## config.mk

```make
export PLATFORM = sky130hd
export DESIGN_NAME = pcv_voter_top
export DESIGN_NICKNAME = d
export VERILOG_FILES = /design/src/core/pcv_pkg.sv /design/src/core/pcv_exec_timer.sv /design/src/core/pcv_vote_slice.sv /design/src/core/pcv_voter_top.sv
export SDC_FILE = /design/constraint.sdc
export NUM_CORES = 1
export LEC_CHECK = 0
export BUFFER_PORTS_ARGS = -buffer_cell sky130_fd_sc_hd__buf_4
export CAP_MARGIN = 5
export CORE_MARGIN = 5
export CORE_UTILIZATION = 61
export CTS_BUF_LIST = sky130_fd_sc_hd__clkbuf_8
export DETAILED_ROUTE_END_ITERATION = 6
export GPL_TIMING_DRIVEN = 0
export MAX_ROUTING_LAYER = met4
export PLACE_DENSITY = 0.82
export SLEW_MARGIN = 25
export SYNTH_ARGS = -nofsm -noshare
export SYNTH_HDL_FRONTEND = slang
export SYNTH_SLANG_ARGS = --single-unit
```

## constraint.sdc

```tcl
create_clock -name clk -period 3.15 [get_ports clk]
set_input_delay 0.315 -clock clk [delete_from_list [all_inputs] [get_ports clk]]
set_output_delay 0.315 -clock clk [all_outputs]
set_load 0.03 [all_outputs]
```

## src/core/pcv_pkg.sv

```systemverilog
package pcv_pkg;
  // sizes
  localparam int NFUNC = 4;
  localparam int NCH = 4;
  localparam int NPEER = 3;
  localparam int CH_W = 2;
  localparam int VAL_W = 16;
  localparam int ADDR_W = 8;
  localparam int DATA_W = 32;
  localparam int CNT_W = 3;
  localparam int TMR_W = 8;
  localparam int BYP_ENT_W = 3;
  // functions 0..1 reactor trip, 2..3 safeguard initiation
  localparam int RT_LSB = 0;
  localparam int RT_N = 2;
  localparam int SG_LSB = 2;
  localparam int SG_N = 2;
  localparam logic [CNT_W-1:0] VOTE_MIN = 3'h2;
  // timing
  localparam int CLK_PERIOD_NS = 8;
  localparam int COMP_FRAME_NS = 400;
  localparam int COMP_LIMIT_NS = 200;
  localparam int VOTE_FRAME_NS = 320;
  localparam int VOTE_LIMIT_NS = 160;
  localparam int COMP_FRAME_CYC = COMP_FRAME_NS / CLK_PERIOD_NS;
  localparam int COMP_LIMIT_CYC = COMP_LIMIT_NS / CLK_PERIOD_NS;
  localparam int VOTE_FRAME_CYC = VOTE_FRAME_NS / CLK_PERIOD_NS;
  localparam int VOTE_LIMIT_CYC = VOTE_LIMIT_NS / CLK_PERIOD_NS;
  localparam int EXEC_WORK_CYC = NFUNC;
  // register offsets
  localparam logic [ADDR_W-1:0] ADDR_SETPT0 = 8'h00;
  localparam logic [ADDR_W-1:0] SETPT_MASK = 8'h0C;
  localparam int SETPT_IDX_LSB = 2;
  localparam logic [ADDR_W-1:0] ADDR_CHBYP = 8'h10;
  localparam logic [ADDR_W-1:0] ADDR_OPBYP = 8'h14;
  localparam logic [ADDR_W-1:0] ADDR_OPCLR = 8'h18;
  localparam logic [ADDR_W-1:0] ADDR_CTRL = 8'h1C;
  localparam logic [ADDR_W-1:0] ADDR_STATUS = 8'h20;
  localparam logic [ADDR_W-1:0] ADDR_CMD = 8'h24;
  // field positions
  localparam int CHB_CH_LSB = 2;
  localparam int CHB_SET_BIT = 4;
  localparam int OPB_CLR_LSB = 4;
  localparam int CTRL_RSP_BIT = 0;
  localparam int CTRL_CSTALL_BIT = 1;
  localparam int CTRL_VSTALL_BIT = 2;
  localparam int CTRL_TEST_LSB = 4;
  localparam int ST_VOTE_LSB = 4;
  localparam int ST_COVR_BIT = 8;
  localparam int ST_VOVR_BIT = 9;
  localparam int ST_REJ_BIT = 10;
  localparam int ST_ACT_LSB = 12;
  localparam int CMD_RESET_BIT = 0;
  // reset values
  localparam logic [VAL_W-1:0] SETPT_RST = 16'hFFFF;
  localparam logic [VAL_W-1:0] OPCLR_RST = 16'hFFFF;
  localparam logic [VAL_W-1:0] PRETRIP_MARGIN = 16'h0100;
  localparam logic [DATA_W-1:0] DATA_ZERO = 32'h0000_0000;
  typedef enum logic [1:0] {
    PCV_IDLE = 2'b01,
    PCV_BUSY = 2'b10
  } pcv_exec_t;
endpackage

```

## src/core/pcv_exec_timer.sv

```systemverilog
`timescale 1ns/100ps
module pcv_exec_timer
  import pcv_pkg::*;
#(
  parameter int WORK_CYC = 4,
  parameter int LIMIT_CYC = 20
) (
  // clock and reset
  input wire logic clk,
  input wire logic rst_n,
  // period start and test stall
  input wire logic start,
  input wire logic stall,
  // overrun pulse
  output logic overrun
);
  pcv_exec_t state;
  logic [TMR_W-1:0] workCnt;
  logic [TMR_W-1:0] watchCnt;
  logic done;
  logic limitHit;

  assign done = (state == PCV_BUSY) && !stall &&
    (workCnt == TMR_W'(WORK_CYC - 1));
  assign limitHit = (state == PCV_BUSY) &&
    (watchCnt == TMR_W'(LIMIT_CYC - 1));

  // processor work, finishes after a fixed count unless stalled
  always_ff @(posedge clk) begin
    if (!rst_n || start) begin
      workCnt <= '0;
    end else if (state == PCV_BUSY && !stall) begin
      workCnt <= workCnt + 1'b1;
    end
  end

  // independent supervision of the period
  always_ff @(posedge clk) begin
    if (!rst_n) begin
      state <= PCV_IDLE;
      watchCnt <= '0;
      overrun <= 1'b0;
    end else begin
      overrun <= 1'b0;
      case (state)
        PCV_IDLE: begin
          watchCnt <= '0;
          if (start) begin
            state <= PCV_BUSY;
          end
        end
        PCV_BUSY: begin
          watchCnt <= watchCnt + 1'b1;
          if (start || (limitHit && !done)) begin
            overrun <= 1'b1;
            watchCnt <= '0;
            state <= start ? PCV_BUSY : PCV_IDLE;
          end else if (done) begin
            state <= PCV_IDLE;
          end
        end
        default: state <= PCV_IDLE;
      endcase
    end
  end
endmodule

```

## src/core/pcv_vote_slice.sv

```systemverilog
`timescale 1ns/100ps
module pcv_vote_slice
  import pcv_pkg::*;
(
  // clock and reset
  input wire logic clk,
  input wire logic rst_n,
  // evaluation enable
  input wire logic en,
  // like trips, slot 0 is own channel
  input wire logic [NCH-1:0] trips,
  // bypass state of this function
  input wire logic bypValid,
  input wire logic [CH_W-1:0] bypCh,
  input wire logic inhibit,
  // vote result
  output logic vote
);
  logic [NCH-1:0] eff;
  logic [CNT_W-1:0] effCnt;
  logic [CNT_W-1:0] rawCnt;

  // drop the bypassed channel, count the rest
  always_comb begin
    eff = trips;
    if (bypValid) begin
      eff[bypCh] = 1'b0;
    end
    effCnt = '0;
    rawCnt = '0;
    for (int i = 0; i < NCH; i++) begin
      effCnt = effCnt + CNT_W'(eff[i]);
      rawCnt = rawCnt + CNT_W'(trips[i]);
    end
  end

  always_ff @(posedge clk) begin
    if (!rst_n) begin
      vote <= 1'b0;
    end else if (en) begin
      vote <= (effCnt >= VOTE_MIN) && !inhibit;
    end
  end
endmodule

```

## src/core/pcv_voter_top.sv

```systemverilog
// The address-and-strobe port and the address map are this design's own decisions.
`timescale 1ns/100ps
// Functional notes
// - comparator trips when value exceeds setpoint
// - voter takes own plus three peer trips
// - output only with two or more trips
// - vote uses trip states and their bypasses
// - channel bypass makes it two of three
// - at most one channel bypass per function
// - operating bypass auto clears near protected region
// - reactor trip vote actuates own switchgear channel
// - real trip needs two switchgear channels
// - trip means coils de-energized
// - comparator and voter run fixed asynchronous periods
// - independent timer flags each period overrun
// - test function annunciates failure on overrun
// - test processor tests processors, evaluates bypasses
// - operator enters bypasses, setpoints, sees status
// - transfer select picks control room or panel
// - accept manual safeguard initiation requests
// - manual action runs to completion
// - manual initiation gives same outputs as automatic
module pcv_voter_top
  import pcv_pkg::*;
(
  // clock and reset
  input wire logic clk,
  input wire logic rst_n,
  // register port
  input wire logic [ADDR_W-1:0] regAddr,
  input wire logic [DATA_W-1:0] regWdata,
  input wire logic regWr,
  input wire logic regRd,
  output logic [DATA_W-1:0] regRdata,
  // digitized process values
  input wire logic [NFUNC-1:0][VAL_W-1:0] procValue,
  // like trips from the three peer channels
  input wire logic [NPEER-1:0][NFUNC-1:0] peerTrip,
  // manual initiation switches
  input wire logic [NFUNC-1:0] manualMcr,
  input wire logic [NFUNC-1:0] manualRsp,
  // actuation outputs
  output logic switchgearEnergized,
  output logic [SG_N-1:0] safeguardInit,
  // operator display
  output logic [NFUNC-1:0] tripStatus,
  output logic [NFUNC-1:0] pretripStatus,
  output logic [NFUNC-1:0] bypassStatus,
  output logic [NFUNC-1:0] opBypassStatus,
  // test function
  output logic failAnnunciate
);
  localparam int SYNC_W = NFUNC * VAL_W + NPEER * NFUNC + 2 * NFUNC;

  logic [SYNC_W-1:0] syncA;
  logic [SYNC_W-1:0] syncB;
  logic [NFUNC-1:0][VAL_W-1:0] procSync;
  logic [NPEER-1:0][NFUNC-1:0] peerSync;
  logic [NFUNC-1:0] mcrSync;
  logic [NFUNC-1:0] rspSync;

  logic [NFUNC-1:0][VAL_W-1:0] setpt;
  logic [VAL_W-1:0] opClr;
  logic rspSel;
  logic compStall;
  logic voteStall;
  logic [NFUNC-1:0] testForce;
  logic [NFUNC-1:0] bypValid;
  logic [NFUNC-1:0][CH_W-1:0] bypCh;
  logic [NFUNC-1:0] opByp;
  logic [NFUNC-1:0] ownTrip;
  logic [NFUNC-1:0] vote;
  logic [NFUNC-1:0] act;
  logic compOvr;
  logic voteOvr;
  logic bypReject;

  logic [TMR_W-1:0] compDiv;
  logic [TMR_W-1:0] voteDiv;
  logic compEn;
  logic voteEn;
  logic compOvrPulse;
  logic voteOvrPulse;

  logic wrSetpt;
  logic wrChByp;
  logic wrOpByp;
  logic wrStatus;
  logic resetCmd;
  logic [CH_W-1:0] reqFunc;
  logic [CH_W-1:0] reqCh;
  logic reqSet;
  logic rejectNow;
  logic [NFUNC-1:0] manualReq;
  logic [NFUNC-1:0] compareVec;
  logic [NFUNC-1:0] pretripVec;
  logic [NFUNC-1:0] opClrHit;
  logic [NFUNC-1:0] next_act;
  logic [NFUNC*BYP_ENT_W-1:0] bypRead;
  logic [DATA_W-1:0] next_rdata;

  // two-flop synchronisers for process values, peer trips and manual switches; the register port is not synchronised
  always_ff @(posedge clk) begin
    if (!rst_n) begin
      syncA <= '0;
      syncB <= '0;
    end else begin
      syncA <= {procValue, peerTrip, manualMcr, manualRsp};
      syncB <= syncA;
    end
  end
  assign {procSync, peerSync, mcrSync, rspSync} = syncB;

  // fixed frame dividers, mutually unrelated periods
  always_ff @(posedge clk) begin
    if (!rst_n || compEn) begin
      compDiv <= '0;
    end else begin
      compDiv <= compDiv + 1'b1;
    end
  end
  always_ff @(posedge clk) begin
    if (!rst_n || voteEn) begin
      voteDiv <= '0;
    end else begin
      voteDiv <= voteDiv + 1'b1;
    end
  end
  assign compEn = compDiv == TMR_W'(COMP_FRAME_CYC - 1);
  assign voteEn = voteDiv == TMR_W'(VOTE_FRAME_CYC - 1);

  // write decode
  assign wrSetpt = regWr && ((regAddr & ~SETPT_MASK) == ADDR_SETPT0);
  assign wrChByp = regWr && regAddr == ADDR_CHBYP;
  assign wrOpByp = regWr && regAddr == ADDR_OPBYP;
  assign wrStatus = regWr && regAddr == ADDR_STATUS;
  assign resetCmd = regWr && regAddr == ADDR_CMD &&
    regWdata[CMD_RESET_BIT];
  assign reqFunc = regWdata[CH_W-1:0];
  assign reqCh = regWdata[CHB_CH_LSB +: CH_W];
  assign reqSet = regWdata[CHB_SET_BIT];
  assign rejectNow = wrChByp && reqSet && bypValid[reqFunc] &&
    bypCh[reqFunc] != reqCh;

  // operator entries: setpoints and permissive level
  always_ff @(posedge clk) begin
    if (!rst_n) begin
      setpt <= {NFUNC{SETPT_RST}};
      opClr <= OPCLR_RST;
    end else begin
      if (wrSetpt) begin
        setpt[regAddr[SETPT_IDX_LSB +: CH_W]] <= regWdata[VAL_W-1:0];
      end
      if (regWr && regAddr == ADDR_OPCLR) begin
        opClr <= regWdata[VAL_W-1:0];
      end
    end
  end

  // control: station transfer and test injection
  always_ff @(posedge clk) begin
    if (!rst_n) begin
      rspSel <= 1'b0;
      compStall <= 1'b0;
      voteStall <= 1'b0;
      testForce <= '0;
    end else if (regWr && regAddr == ADDR_CTRL) begin
      rspSel <= regWdata[CTRL_RSP_BIT];
      compStall <= regWdata[CTRL_CSTALL_BIT];
      voteStall <= regWdata[CTRL_VSTALL_BIT];
      testForce <= regWdata[CTRL_TEST_LSB +: NFUNC];
    end
  end

  // channel bypass table, one entry per function
  always_ff @(posedge clk) begin
    if (!rst_n) begin
      bypValid <= '0;
      bypCh <= '0;
    end else if (wrChByp) begin
      if (reqSet && !bypValid[reqFunc]) begin
        bypValid[reqFunc] <= 1'b1;
        bypCh[reqFunc] <= reqCh;
      end else if (!reqSet && bypCh[reqFunc] == reqCh) begin
        bypValid[reqFunc] <= 1'b0;
      end
    end
  end

  // operating bypasses: operator sets, plant conditions clear
  always_comb begin
    for (int f = 0; f < NFUNC; f++) begin
      opClrHit[f] = procSync[f] >= opClr;
    end
  end
  always_ff @(posedge clk) begin
    if (!rst_n) begin
      opByp <= '0;
    end else begin
      for (int f = 0; f < NFUNC; f++) begin
        if (opClrHit[f]) begin
          opByp[f] <= 1'b0;
        end else if (wrOpByp && regWdata[f]) begin
          opByp[f] <= 1'b1;
        end else if (wrOpByp && regWdata[OPB_CLR_LSB + f]) begin
          opByp[f] <= 1'b0;
        end
      end
    end
  end

  // bistable comparators and pre-trip
  always_comb begin
    for (int f = 0; f < NFUNC; f++) begin
      compareVec[f] = (procSync[f] > setpt[f]) || testForce[f];
      pretripVec[f] = ({1'b0, procSync[f]} + {1'b0, PRETRIP_MARGIN}) >
        {1'b0, setpt[f]};
    end
  end
  always_ff @(posedge clk) begin
    if (!rst_n) begin
      ownTrip <= '0;
      pretripStatus <= '0;
    end else if (compEn) begin
      ownTrip <= compareVec;
      pretripStatus <= pretripVec;
    end
  end

  // one voter per function, own trip in slot 0
  for (genvar f = 0; f < NFUNC; f++) begin : g_vote
    pcv_vote_slice u_slice (
      .clk(clk),
      .rst_n(rst_n),
      .en(voteEn),
      .trips({peerSync[2][f], peerSync[1][f], peerSync[0][f],
        ownTrip[f]}),
      .bypValid(bypValid[f]),
      .bypCh(bypCh[f]),
      .inhibit(opByp[f]),
      .vote(vote[f])
    );
  end

  // execution supervision of both processors
  pcv_exec_timer #(
    .WORK_CYC(EXEC_WORK_CYC),
    .LIMIT_CYC(COMP_LIMIT_CYC)
  ) u_comp_tmr (
    .clk(clk),
    .rst_n(rst_n),
    .start(compEn),
    .stall(compStall),
    .overrun(compOvrPulse)
  );
  pcv_exec_timer #(
    .WORK_CYC(EXEC_WORK_CYC),
    .LIMIT_CYC(VOTE_LIMIT_CYC)
  ) u_vote_tmr (
    .clk(clk),
    .rst_n(rst_n),
    .start(voteEn),
    .stall(voteStall),
    .overrun(voteOvrPulse)
  );

  // sticky status, set wins over write-one-to-clear
  always_ff @(posedge clk) begin
    if (!rst_n) begin
      compOvr <= 1'b0;
      voteOvr <= 1'b0;
      bypReject <= 1'b0;
    end else begin
      compOvr <= compOvrPulse ||
        (compOvr && !(wrStatus && regWdata[ST_COVR_BIT]));
      voteOvr <= voteOvrPulse ||
        (voteOvr && !(wrStatus && regWdata[ST_VOVR_BIT]));
      bypReject <= rejectNow ||
        (bypReject && !(wrStatus && regWdata[ST_REJ_BIT]));
    end
  end

  // manual and automatic share one latched actuation path
  always_comb begin
    manualReq = rspSel ? rspSync : mcrSync;
    for (int f = 0; f < NFUNC; f++) begin
      next_act[f] = vote[f] || manualReq[f] ||
        (act[f] && !resetCmd);
    end
  end
  always_ff @(posedge clk) begin
    if (!rst_n) begin
      act <= '0;
    end else begin
      act <= next_act;
    end
  end

  // outputs, de-energize to trip
  always_ff @(posedge clk) begin
    if (!rst_n) begin
      switchgearEnergized <= 1'b1;
      safeguardInit <= '0;
      tripStatus <= '0;
      bypassStatus <= '0;
      opBypassStatus <= '0;
      failAnnunciate <= 1'b0;
    end else begin
      // only this channel's breaker; a trip needs two
      switchgearEnergized <= !(|act[RT_LSB +: RT_N]);
      safeguardInit <= act[SG_LSB +: SG_N];
      tripStatus <= ownTrip;
      bypassStatus <= bypValid;
      opBypassStatus <= opByp;
      failAnnunciate <= compOvr || voteOvr;
    end
  end

  // register read
  always_comb begin
    for (int f = 0; f < NFUNC; f++) begin
      bypRead[f*BYP_ENT_W +: BYP_ENT_W] = {bypValid[f], bypCh[f]};
    end
    next_rdata = DATA_ZERO;
    if ((regAddr & ~SETPT_MASK) == ADDR_SETPT0) begin
      next_rdata[VAL_W-1:0] = setpt[regAddr[SETPT_IDX_LSB +: CH_W]];
    end else begin
      case (regAddr)
        ADDR_CHBYP: next_rdata[NFUNC*BYP_ENT_W-1:0] = bypRead;
        ADDR_OPBYP: next_rdata[NFUNC-1:0] = opByp;
        ADDR_OPCLR: next_rdata[VAL_W-1:0] = opClr;
        ADDR_CTRL: begin
          next_rdata[CTRL_RSP_BIT] = rspSel;
          next_rdata[CTRL_CSTALL_BIT] = compStall;
          next_rdata[CTRL_VSTALL_BIT] = voteStall;
          next_rdata[CTRL_TEST_LSB +: NFUNC] = testForce;
        end
        ADDR_STATUS: begin
          next_rdata[NFUNC-1:0] = ownTrip;
          next_rdata[ST_VOTE_LSB +: NFUNC] = vote;
          next_rdata[ST_COVR_BIT] = compOvr;
          next_rdata[ST_VOVR_BIT] = voteOvr;
          next_rdata[ST_REJ_BIT] = bypReject;
          next_rdata[ST_ACT_LSB +: NFUNC] = act;
        end
        default: next_rdata = DATA_ZERO;
      endcase
    end
  end
  always_ff @(posedge clk) begin
    if (!rst_n) begin
      regRdata <= DATA_ZERO;
    end else begin
      regRdata <= regRd ? next_rdata : DATA_ZERO;
    end
  end
endmodule

```

---- Yosys cells after proc, flatten, opt, wreduce, memory -nomap -nowiden ----
Cells that the tools add are included.
word-level totals
  bits in registers ....................... 392
  input port bits ......................... 128
  output and inout port bits .............. 52
cells by class
  add/subtract/negate cells ............... 22
  magnitude comparators ................... 28
  eq/ne operators ......................... 22
  muxes and demuxes ....................... 60
  bitwise gates (word level) .............. 12
  reduce and logical (&&, ||, !) cells .... 105
operators with widths
  cell                                                         count
  adder 16 x 9 -> 17 bit (second input constant)               4
  greater-than comparator 17 x 16 -> 1 bit                     4
  bitwise mux 64 bit                                           1
  greater-or-equal comparator 16 bit                           4
  greater-than comparator 16 bit                               4
  logical AND 1 bit                                            49
  adder 8 x 1 -> 8 bit (second input constant)                 6
  equality test 8 x 5 -> 1 bit (second input constant)         6
  2-to-1 mux 16 bit                                            3
  binary-select mux 16 bit (select 2 bit)                      1
  demux 16 bit (select 2 bit)                                  1
  equality test 8 x 6 -> 1 bit (second input constant)         4
  case mux 8 bit (2 select lines)                              2
  2-to-1 mux 4 bit                                             7
  adder 3 x 1 -> 3 bit                                         8
  AND 4 bit                                                    5
  logical OR 1 bit                                             20
  2-to-1 mux 2 bit                                             10
  NOT 4 bit                                                    5
  less-than comparator 2 x 3 -> 1 bit (second input constant)  6
  equality test 8 x 2 -> 1 bit (second input constant)         2
  logical NOT 1 bit                                            16
  2-to-1 mux 1 bit                                             16
  2-to-1 mux 8 bit                                             2
  other kinds (27)                                             63

---- Depth between registers and ports, before layout ----
Gate-level depths: netlist of run 1.
  depth after elaboration ................. 12
  gate-level depth with buffers ........... 11
  mapped depth without buffers ............ 11

---- Modules after synthesis ----
From an unflattened synthesis of run 1, not the netlist that was laid out.
second synthesis, totals
  cells, all modules ...................... 1882
  area, all modules ....................... 17984.7 µm²
by module, submodules not included
  module                        times used  cells each  area each (µm²)  sequential area each (µm²)
  pcv_voter_top                 1           1577        15418.5          6686.4
  pcv_exec_timer at u_comp_tmr  1           125         1059.8           380.4
  pcv_exec_timer at u_vote_tmr  1           124         1046.0           380.4
  pcv_vote_slice                4           14          115.1            20.0

---- Least setup slack after synthesis of run 1 ----
Ideal clock, no wire load.
  path type ............................... input -> register
  from .................................... in regAddr[1]
  to ...................................... reg bypCh[2] (netlist bit)
  setup time .............................. 116 ps
  arrival time ............................ 2238 ps
  required time ........................... 3034 ps
  path slack .............................. 795 ps
  stages on the path ...................... 7
  path buffers ............................ 1
  path through ............................ or4_4 > or2_0 > buf_6 > or4_4 > nor3_4 > mux2i_1 > nor2b_1
on the way
  longest elaborated chain between the ends .. 3
ends and longest elaborated chain
  what                                  line                  text
  from (decl)                           pcv_voter_top.sv:30   input wire logic [ADDR_W-1:0] regAddr,
  equality test 8 x 5 -> 1 bit          pcv_voter_top.sv:134  assign wrChByp = regWr && regAddr == ADDR_CHBYP;
  logical AND 1 bit                     pcv_voter_top.sv:134
  AND reduction 2 bit (no source line)  n/a
  to (signal, indexed assignment)       pcv_voter_top.sv:183  bypCh[reqFunc] <= reqCh;
  to (decl)                             pcv_voter_top.sv:69   logic [NFUNC-1:0][CH_W-1:0] bypCh;
Every way passes these cells.
A chain may end at the register's enable or synchronous reset.

---- Worst setup path in the final report of run 1 ----
  from .................................... reg syncB[46]
  to ...................................... reg pretripStatus[1]
on the way
  longest elaborated chain between the ends .. 2
ends and longest elaborated chain
  what                                      line                  text
  from (decl)                               pcv_voter_top.sv:56   logic [SYNC_W-1:0] syncB;
  from (signal assigned)                    pcv_voter_top.sv:109  syncB <= syncA;
  adder 16 x 9 -> 17 bit                    pcv_voter_top.sv:216  pretripVec[f] = ({1'b0, procSync[f]} + {1'b0, PRETRIP_MARGIN}) >
  greater-than comparator 17 x 16 -> 1 bit  pcv_voter_top.sv:216
  to (signal assigned)                      pcv_voter_top.sv:226  pretripStatus <= pretripVec;
  to (decl)                                 pcv_voter_top.sv:47   output logic [NFUNC-1:0] pretripStatus,
Every way passes these cells.

==> results of run 1 <==
==> power groups by stage <==
stage          clock [mW]  combinational, mW  sequential (mW)
2_1_floorplan           0              0.323             5.02
3_3_place_gp            0              0.549             5.04
3_5_place_dp            0              0.569             5.04
4_1_cts              4.46              0.658             4.94
5_1_grt              4.70              0.729             4.95
6_report             4.44              0.672             4.94
==> repair_timing <==
action                                  4_1_cts  5_1_grt
endpoints found under the setup margin        0        0
hold endpoints to repair                     87        1
hold buffers                                 87        1
==> worst max-delay path by stage <==
| stage | endpoint | slack (ns) | start |
|---|---|---|---|
| global placement | opByp[2] | -0.13 | regAddr[1] |
| global route | pretripStatus[1] | 0.1 | syncB[46] |
| CTS | pretripStatus[1] | 0.41 | syncB[46] |
| floorplan | bypCh[2] | 0.80 | regAddr[1] |
| finish | pretripStatus[1] | 0.39 | syncB[46] |
| detailed placement | setpt[13] | 0.24 | regAddr[1] |
==> state kept, by name, summed over array words and instances, names as in the netlist, 16 cells and up, named ones only <==
| register | flops |
|---|---|
| opClr | 16 |
| regRdata | 16 |
| setpt | 64 |
| syncA | 84 |
| syncB | 84 |
==> routing by layer <==
metal / part of all wire / wire length [um]
met5: 0 / 0
met4: 0.056 / 3010
met3: 0.10 / 5420
met2: 0.45 / 23900
met1: 0.40 / 21100
==> worst register-to-register path, cell delays in order (launching register included) <==
cell and delay, ns:
dfxtp_1 0.46, nand3_1 0.16, nor2_1 0.19, nand3_1 0.13
xnor2_1 0.15, ha_1 0.28, and3_1 0.19, a2111oi_0 0.62
o311ai_0 0.26, nand4_1 0.14, nand2_1 0.07
==> kinds of logic after synthesis <==
logic type | after synthesis
compound gates | 298
xor+xnor | 66
fa+ha+maj | 184
buf+inv | 204
flops | 376
mux | 46
other cells | 1
simple gates | 653
==> through the flow <==
stage,cell area [um2],instances,power (mW)
5_1_grt,21400,2569,10.4
3_5_place_dp,19300,2371,5.61
2_1_floorplan,17700,1843,5.35
4_1_cts,21400,2567,10.1
6_report,21400,2569,10.1
3_3_place_gp,19200,2370,5.59
==> layout by cell type (no fill, tap or decap), types with 20 or more instances in the layout <==
cell,n
dlygate4sd3_1,88
inv_1,123
nand3_1,62
mux2i_1,20
clkbuf_1,63
and2_1,188
nor2b_1,51
a21oi_1,53
xor2_1,34
clkbuf_8,84
nor3_1,25
ha_1,184
nor2_1,96
buf_4,160
mux4_2,21
nand2_1,139
nand4_1,23
xnor2_1,32
a21o_1,23
o211ai_1,86
dfxtp_1,376
o21ai_0,37
==> final cells by class <==
cell class / instances / area (um2)
plain buffers: 94 / 477
flip-flops and latches: 376 / 7530
well taps: 384 / 480
repair buffers: 232 / 1960
clock buffers: 79 / 1090
clock inverters: 30 / 218
multi-input cells: 1263 / 9280
inverters: 110 / 413
diodes: 1 / 2.50
fillers: 1991 / 7180
==> results.ini, run 1 <==
[outcome]
status = complete, no violations

[floorplanning]
start_util = 0.616
fp-row-count = 62
dieWidth_um = 180
io_pins = 180
core_mm2 = 0.0286
die_area_mm2 = 0.0324
die_h_um = 180

[timing]
finalCriticalPeriod_ns = 2.76
hold_slack_ns = 0.0324
tightest_slew_ns = 1.07
fin_ws_ns = 0.386
fmax_ghz = 0.362
setup_viol = 0
max_slew_margin = 0.285
min_period_over_period = 0.877
tns_ns = 0
finalClockSkew_ns = 0.0156
slew_violations = 0
rsz0062_at_grt = false
timing_hold_violations_final = 0

[yosys]
synthMuxAreaShare = 0.0422
ys_warn_count = 0
syn-cell-area_mm2 = 0.0176
synth_cell_types = 69
synth_most_common_cell = dfxtp_1
synth_seq_cells = 376
synth_common_cells = dfxtp_1, and2_1, ha_1, nand2_1, inv_1
synth_fa_ha_area_frac = 0.131
synth_area_leaders = dfxtp_1, ha_1, and2_1, o211ai_1, nand2_1
async_reset_ff_frac = 0
synthCells = 1828
synth-compound-area-share = 0.118
synth_top_family_by_area = simple AND/OR/NAND/NOR gates
dominantRegCellSynth = dfxtp_1
synth-edff-count = 0
yosysSeqAreaShare = 0.427
syn_avg_cell_area_um2 = 9.64
synth_top_area_frac = 0.427
synthXorXnorAreaFrac = 0.0328
synth-simple-area-share = 0.199
yosys.area.top_type = dfxtp_1

[setup_path]
slowest_delay_ns = 0.62
reg2reg_slack_ns = 0.39
reg2reg_from = syncB[46]
slowest_stage = a2111oi_0
worst_path_most_repeated_cell = nand3_1
required_ns = 3.65
critPathBufInv = 0
end_kind = flop
reg2reg_depth = 10
crit_chain = nand3_1 -> nor2_1 -> nand3_1 -> xnor2_1 -> ha_1 -> and3_1 -> a2111oi_0 -> o311ai_0 -> nand4_1 -> nand2_1
critPathLaunchType = flop
cp.depth = 10
critPathKind = reg2reg
arrival_ns = 3.26
path_delay_family = compound AO/OA/AOI/OAI gates
reg2reg_to = pretripStatus[1]
cp_max_fo = 6

[cts]
cts_sinks = 376
cts.repair.resized = 0
root_buffer = clkbuf_8
htreeDepth = 2
cts_buffer_depth = 3
cts_tree = done
cts_made_buffers = 58
clk_latency_ns = 0.62
clk_pin_slew_worst_paths_ns = 0.07
post_cts_buffers = 0

[global_routing]
grt_max_degree = 16
grtUsageMet3 = 0.0750
globalRouteMet2Util = 0.505
grt_pass1_wl_um = 82200
grt_util_met1 = 0.412
grt_pass1_vias = 14900
antenna_found_initial = 1
grt_remaining_overflow = 0
grt-busiest-layer = met2
grt_usage = 0.329

[place]
gp_congestion = 1.06
dp_hpwl_um = 38800
post-place-ws_ns = 0.241
io_buffers = 143

[routing]
vias_per_cell = 5.84
vias = 15000
drt_iter0_drc = 1393
routed_wl_um = 53400
wl_per_cell_um = 20.8
first_pass_iters = 6
drc = 0
route.antenna.remaining_nets = 0

[cells_and_area]
nNetsFinal = 2447
final_core_util = 0.749
area_delta_synth_final_pct = 21.7
drive_gt1_frac = 0.140

[pwr]
switching_share = 0.235
powerDensity_mw_per_mm2 = 469
power_switching_mw = 2.36
internal-power_mw = 7.69
ir_drop_mv = 0.460
p_leak_nw = 10.0
combinationalPowerShare = 0.067
p_seq_frac = 0.491
pwr-share-clk = 0.442

[flow_run]
cap_violations = 0

[hold_path]
worstHoldPathCells = 3
min_to = setpt[46]
hold_path.class = in2reg
min_from = regWdata[14]

(Power assumes the default switching activity.)
==> run 2: changes to the inputs <==
--- a/config.mk
+++ b/config.mk
@@ -11,7 +11,6 @@
 export CORE_UTILIZATION = 61
 export CTS_BUF_LIST = sky130_fd_sc_hd__clkbuf_8
 export DETAILED_ROUTE_END_ITERATION = 6
-export GPL_TIMING_DRIVEN = 0
 export MAX_ROUTING_LAYER = met4
 export PLACE_DENSITY = 0.82
 export SLEW_MARGIN = 25
==> results.ini, run 2 (synthesized netlist as in run 1, its figures left out) <==
[outcome]
status = complete, but fails checks
violations = design-rule violations

[routing]
wl_per_cell_um = 19.2
vias_per_cell = 5.80
vias = 14500
drt_iter0_drc = 1422
first_pass_iters = 7
routed_wl_um = 48000
drc = 1
route.antenna.remaining_nets = 0

[timing]
fmax_ghz = 0.342
tns_ns = 0
rsz0062_at_grt = false
max_slew_margin = 0.494
min_period_over_period = 0.929
slew_violations = 0
setup_viol = 0
hold_slack_ns = 0.0347
fin_ws_ns = 0.224
tightest_slew_ns = 0.741
finalClockSkew_ns = 0.0252
finalCriticalPeriod_ns = 2.93
timing_hold_violations_final = 0

[cells_and_area]
reg.largest.list = syncA x84, syncB x84, setpt x64
area_delta_synth_final_pct = 19.7
final_cell_mix = dfxtp_1, and2_1, ha_1
nNetsFinal = 2372
drive_gt1_frac = 0.140
fillCellCount = 2019
layout_commonest_cell = dfxtp_1

[pwr]
p_leak_nw = 9.84
power_switching_mw = 2.26
switching_share = 0.231
power.total_mw = 9.77
p_seq_frac = 0.506
internal-power_mw = 7.51
pwr-share-clk = 0.433
ir_drop_mv = 0.374
combinationalPowerShare = 0.062
powerDensity_mw_per_mm2 = 464

[setup_path]
worst_path_most_repeated_cell = nand3_1
reg2reg_from = syncB[46]
critPathKind = reg2reg
reg2reg_depth = 10
required_ns = 3.65
reg2reg_to = pretripStatus[1]
slowest_stage = a2111oi_0
reg2reg_slack_ns = 0.22
critPathBufInv = 0
crit_chain = nand3_1 -> nor2_1 -> nand3_1 -> xnor2_1 -> ha_1 -> and3_1 -> a2111oi_0 -> o311ai_0 -> nand4_1 -> nand2_1
critPathLaunchType = flop
slowest_delay_ns = 0.66
end_kind = flop
path_delay_family = compound AO/OA/AOI/OAI gates
arrival_ns = 3.42
cp_max_fo = 6

[floorplanning]
die_area_mm2 = 0.0324
dieWidth_um = 180
die_h_um = 180
io_pins = 180
core_mm2 = 0.0286
start_util = 0.616
fp-row-count = 62

[global_routing]
grt_usage = 0.295
grt_max_degree = 106
grt_pass1_wl_um = 75300
grt_remaining_overflow = 0
antenna_found_initial = 3
grt_pass1_vias = 14200

[cts]
cts_sinks = 376
htreeDepth = 2
cts_buffer_depth = 3
clk_pin_slew_worst_paths_ns = 0.07
cts_made_buffers = 57
cts_tree = done
clk_latency_ns = 0.61
cts.repair.resized = 0
root_buffer = clkbuf_8

[place]
post-place-ws_ns = 0.408
gp_congestion = 0.968
dp_hpwl_um = 33900
io_buffers = 147

[flow_run]
cap_violations = 0

[hold_path]
min_from = regWdata[12]
worstHoldPathCells = 3
hold_path.class = in2reg
min_to = setpt[28]

-- run 2: what timing repair did --
| action | CTS | global route |
|---|---|---|
| hold buffers | 88 | 0 |
| setup buffers | 0 | 0 |
| hold endpoints to repair | 94 | 0 |
-- run 2: final cells by class --
type | count | area (um2) | share of cell area
diodes | 4 | 10.0 | 0.000475
flip-flops and latches | 376 | 7530 | 0.357
clock inverters | 32 | 228 | 0.0108
multi-input cells | 1263 | 9280 | 0.440
inverters | 110 | 413 | 0.0196
repair buffers | 252 | 2140 | 0.102
well taps | 384 | 480 | 0.0228
clock buffers | 73 | 1000 | 0.0477
-- run 2: worst max-delay path by stage --
| stage | start | end | slack (ns) | depth (start not counted) |
|---|---|---|---|---|
| final | syncB[46] | pretripStatus[1] | 0.22 | 10 |
| after global routing | syncB[44] | pretripStatus[1] | 0.08 | 10 |
| after CTS | syncB[46] | pretripStatus[1] | 0.36 | 10 |
| after detailed placement | syncB[46] | pretripStatus[1] | 0.41 | 10 |
| after global placement | syncB[44] | pretripStatus[1] | 0.52 | 10 |
| after floorplan | regAddr[1] | bypCh[2] | 0.80 | 7 |
-- run 2: power groups by stage --
stage                     combinational (mW)  sequential (mW)  clock, mW
after global placement                 0.486             5.04          0
after floorplan                        0.323             5.02          0
final                                  0.604             4.94       4.23
after CTS                              0.595             4.94       4.30
after global routing                   0.663             4.95       4.52
after detailed placement               0.504             5.04          0
-- run 2: worst register-to-register path: cells and delay by family, from the launching register on --
kind	cells	cell delay [ns]
and+or+nand+nor	6	0.95
DFF	1	0.48
adders and majority gates	1	0.28
AOI/OAI and AO/OA	2	0.97
xor gates and xnor gates	1	0.14
-- run 2: routing by layer --
layer,GRT usage,part of all wire
met1,0.369,0.40
met3,0.0592,0.098
met5,-,0
met2,0.465,0.46
met4,0.130,0.045
-- run 2: per-stage QoR --
stage	utilization	std cells	cell area [um2]
after detailed placement	0.662	2297	19000
after global routing	0.736	2493	21100
after global placement	0.662	2297	19000
after floorplan	-	1843	17700
final	0.737	2494	21100
after CTS	0.736	2490	21100
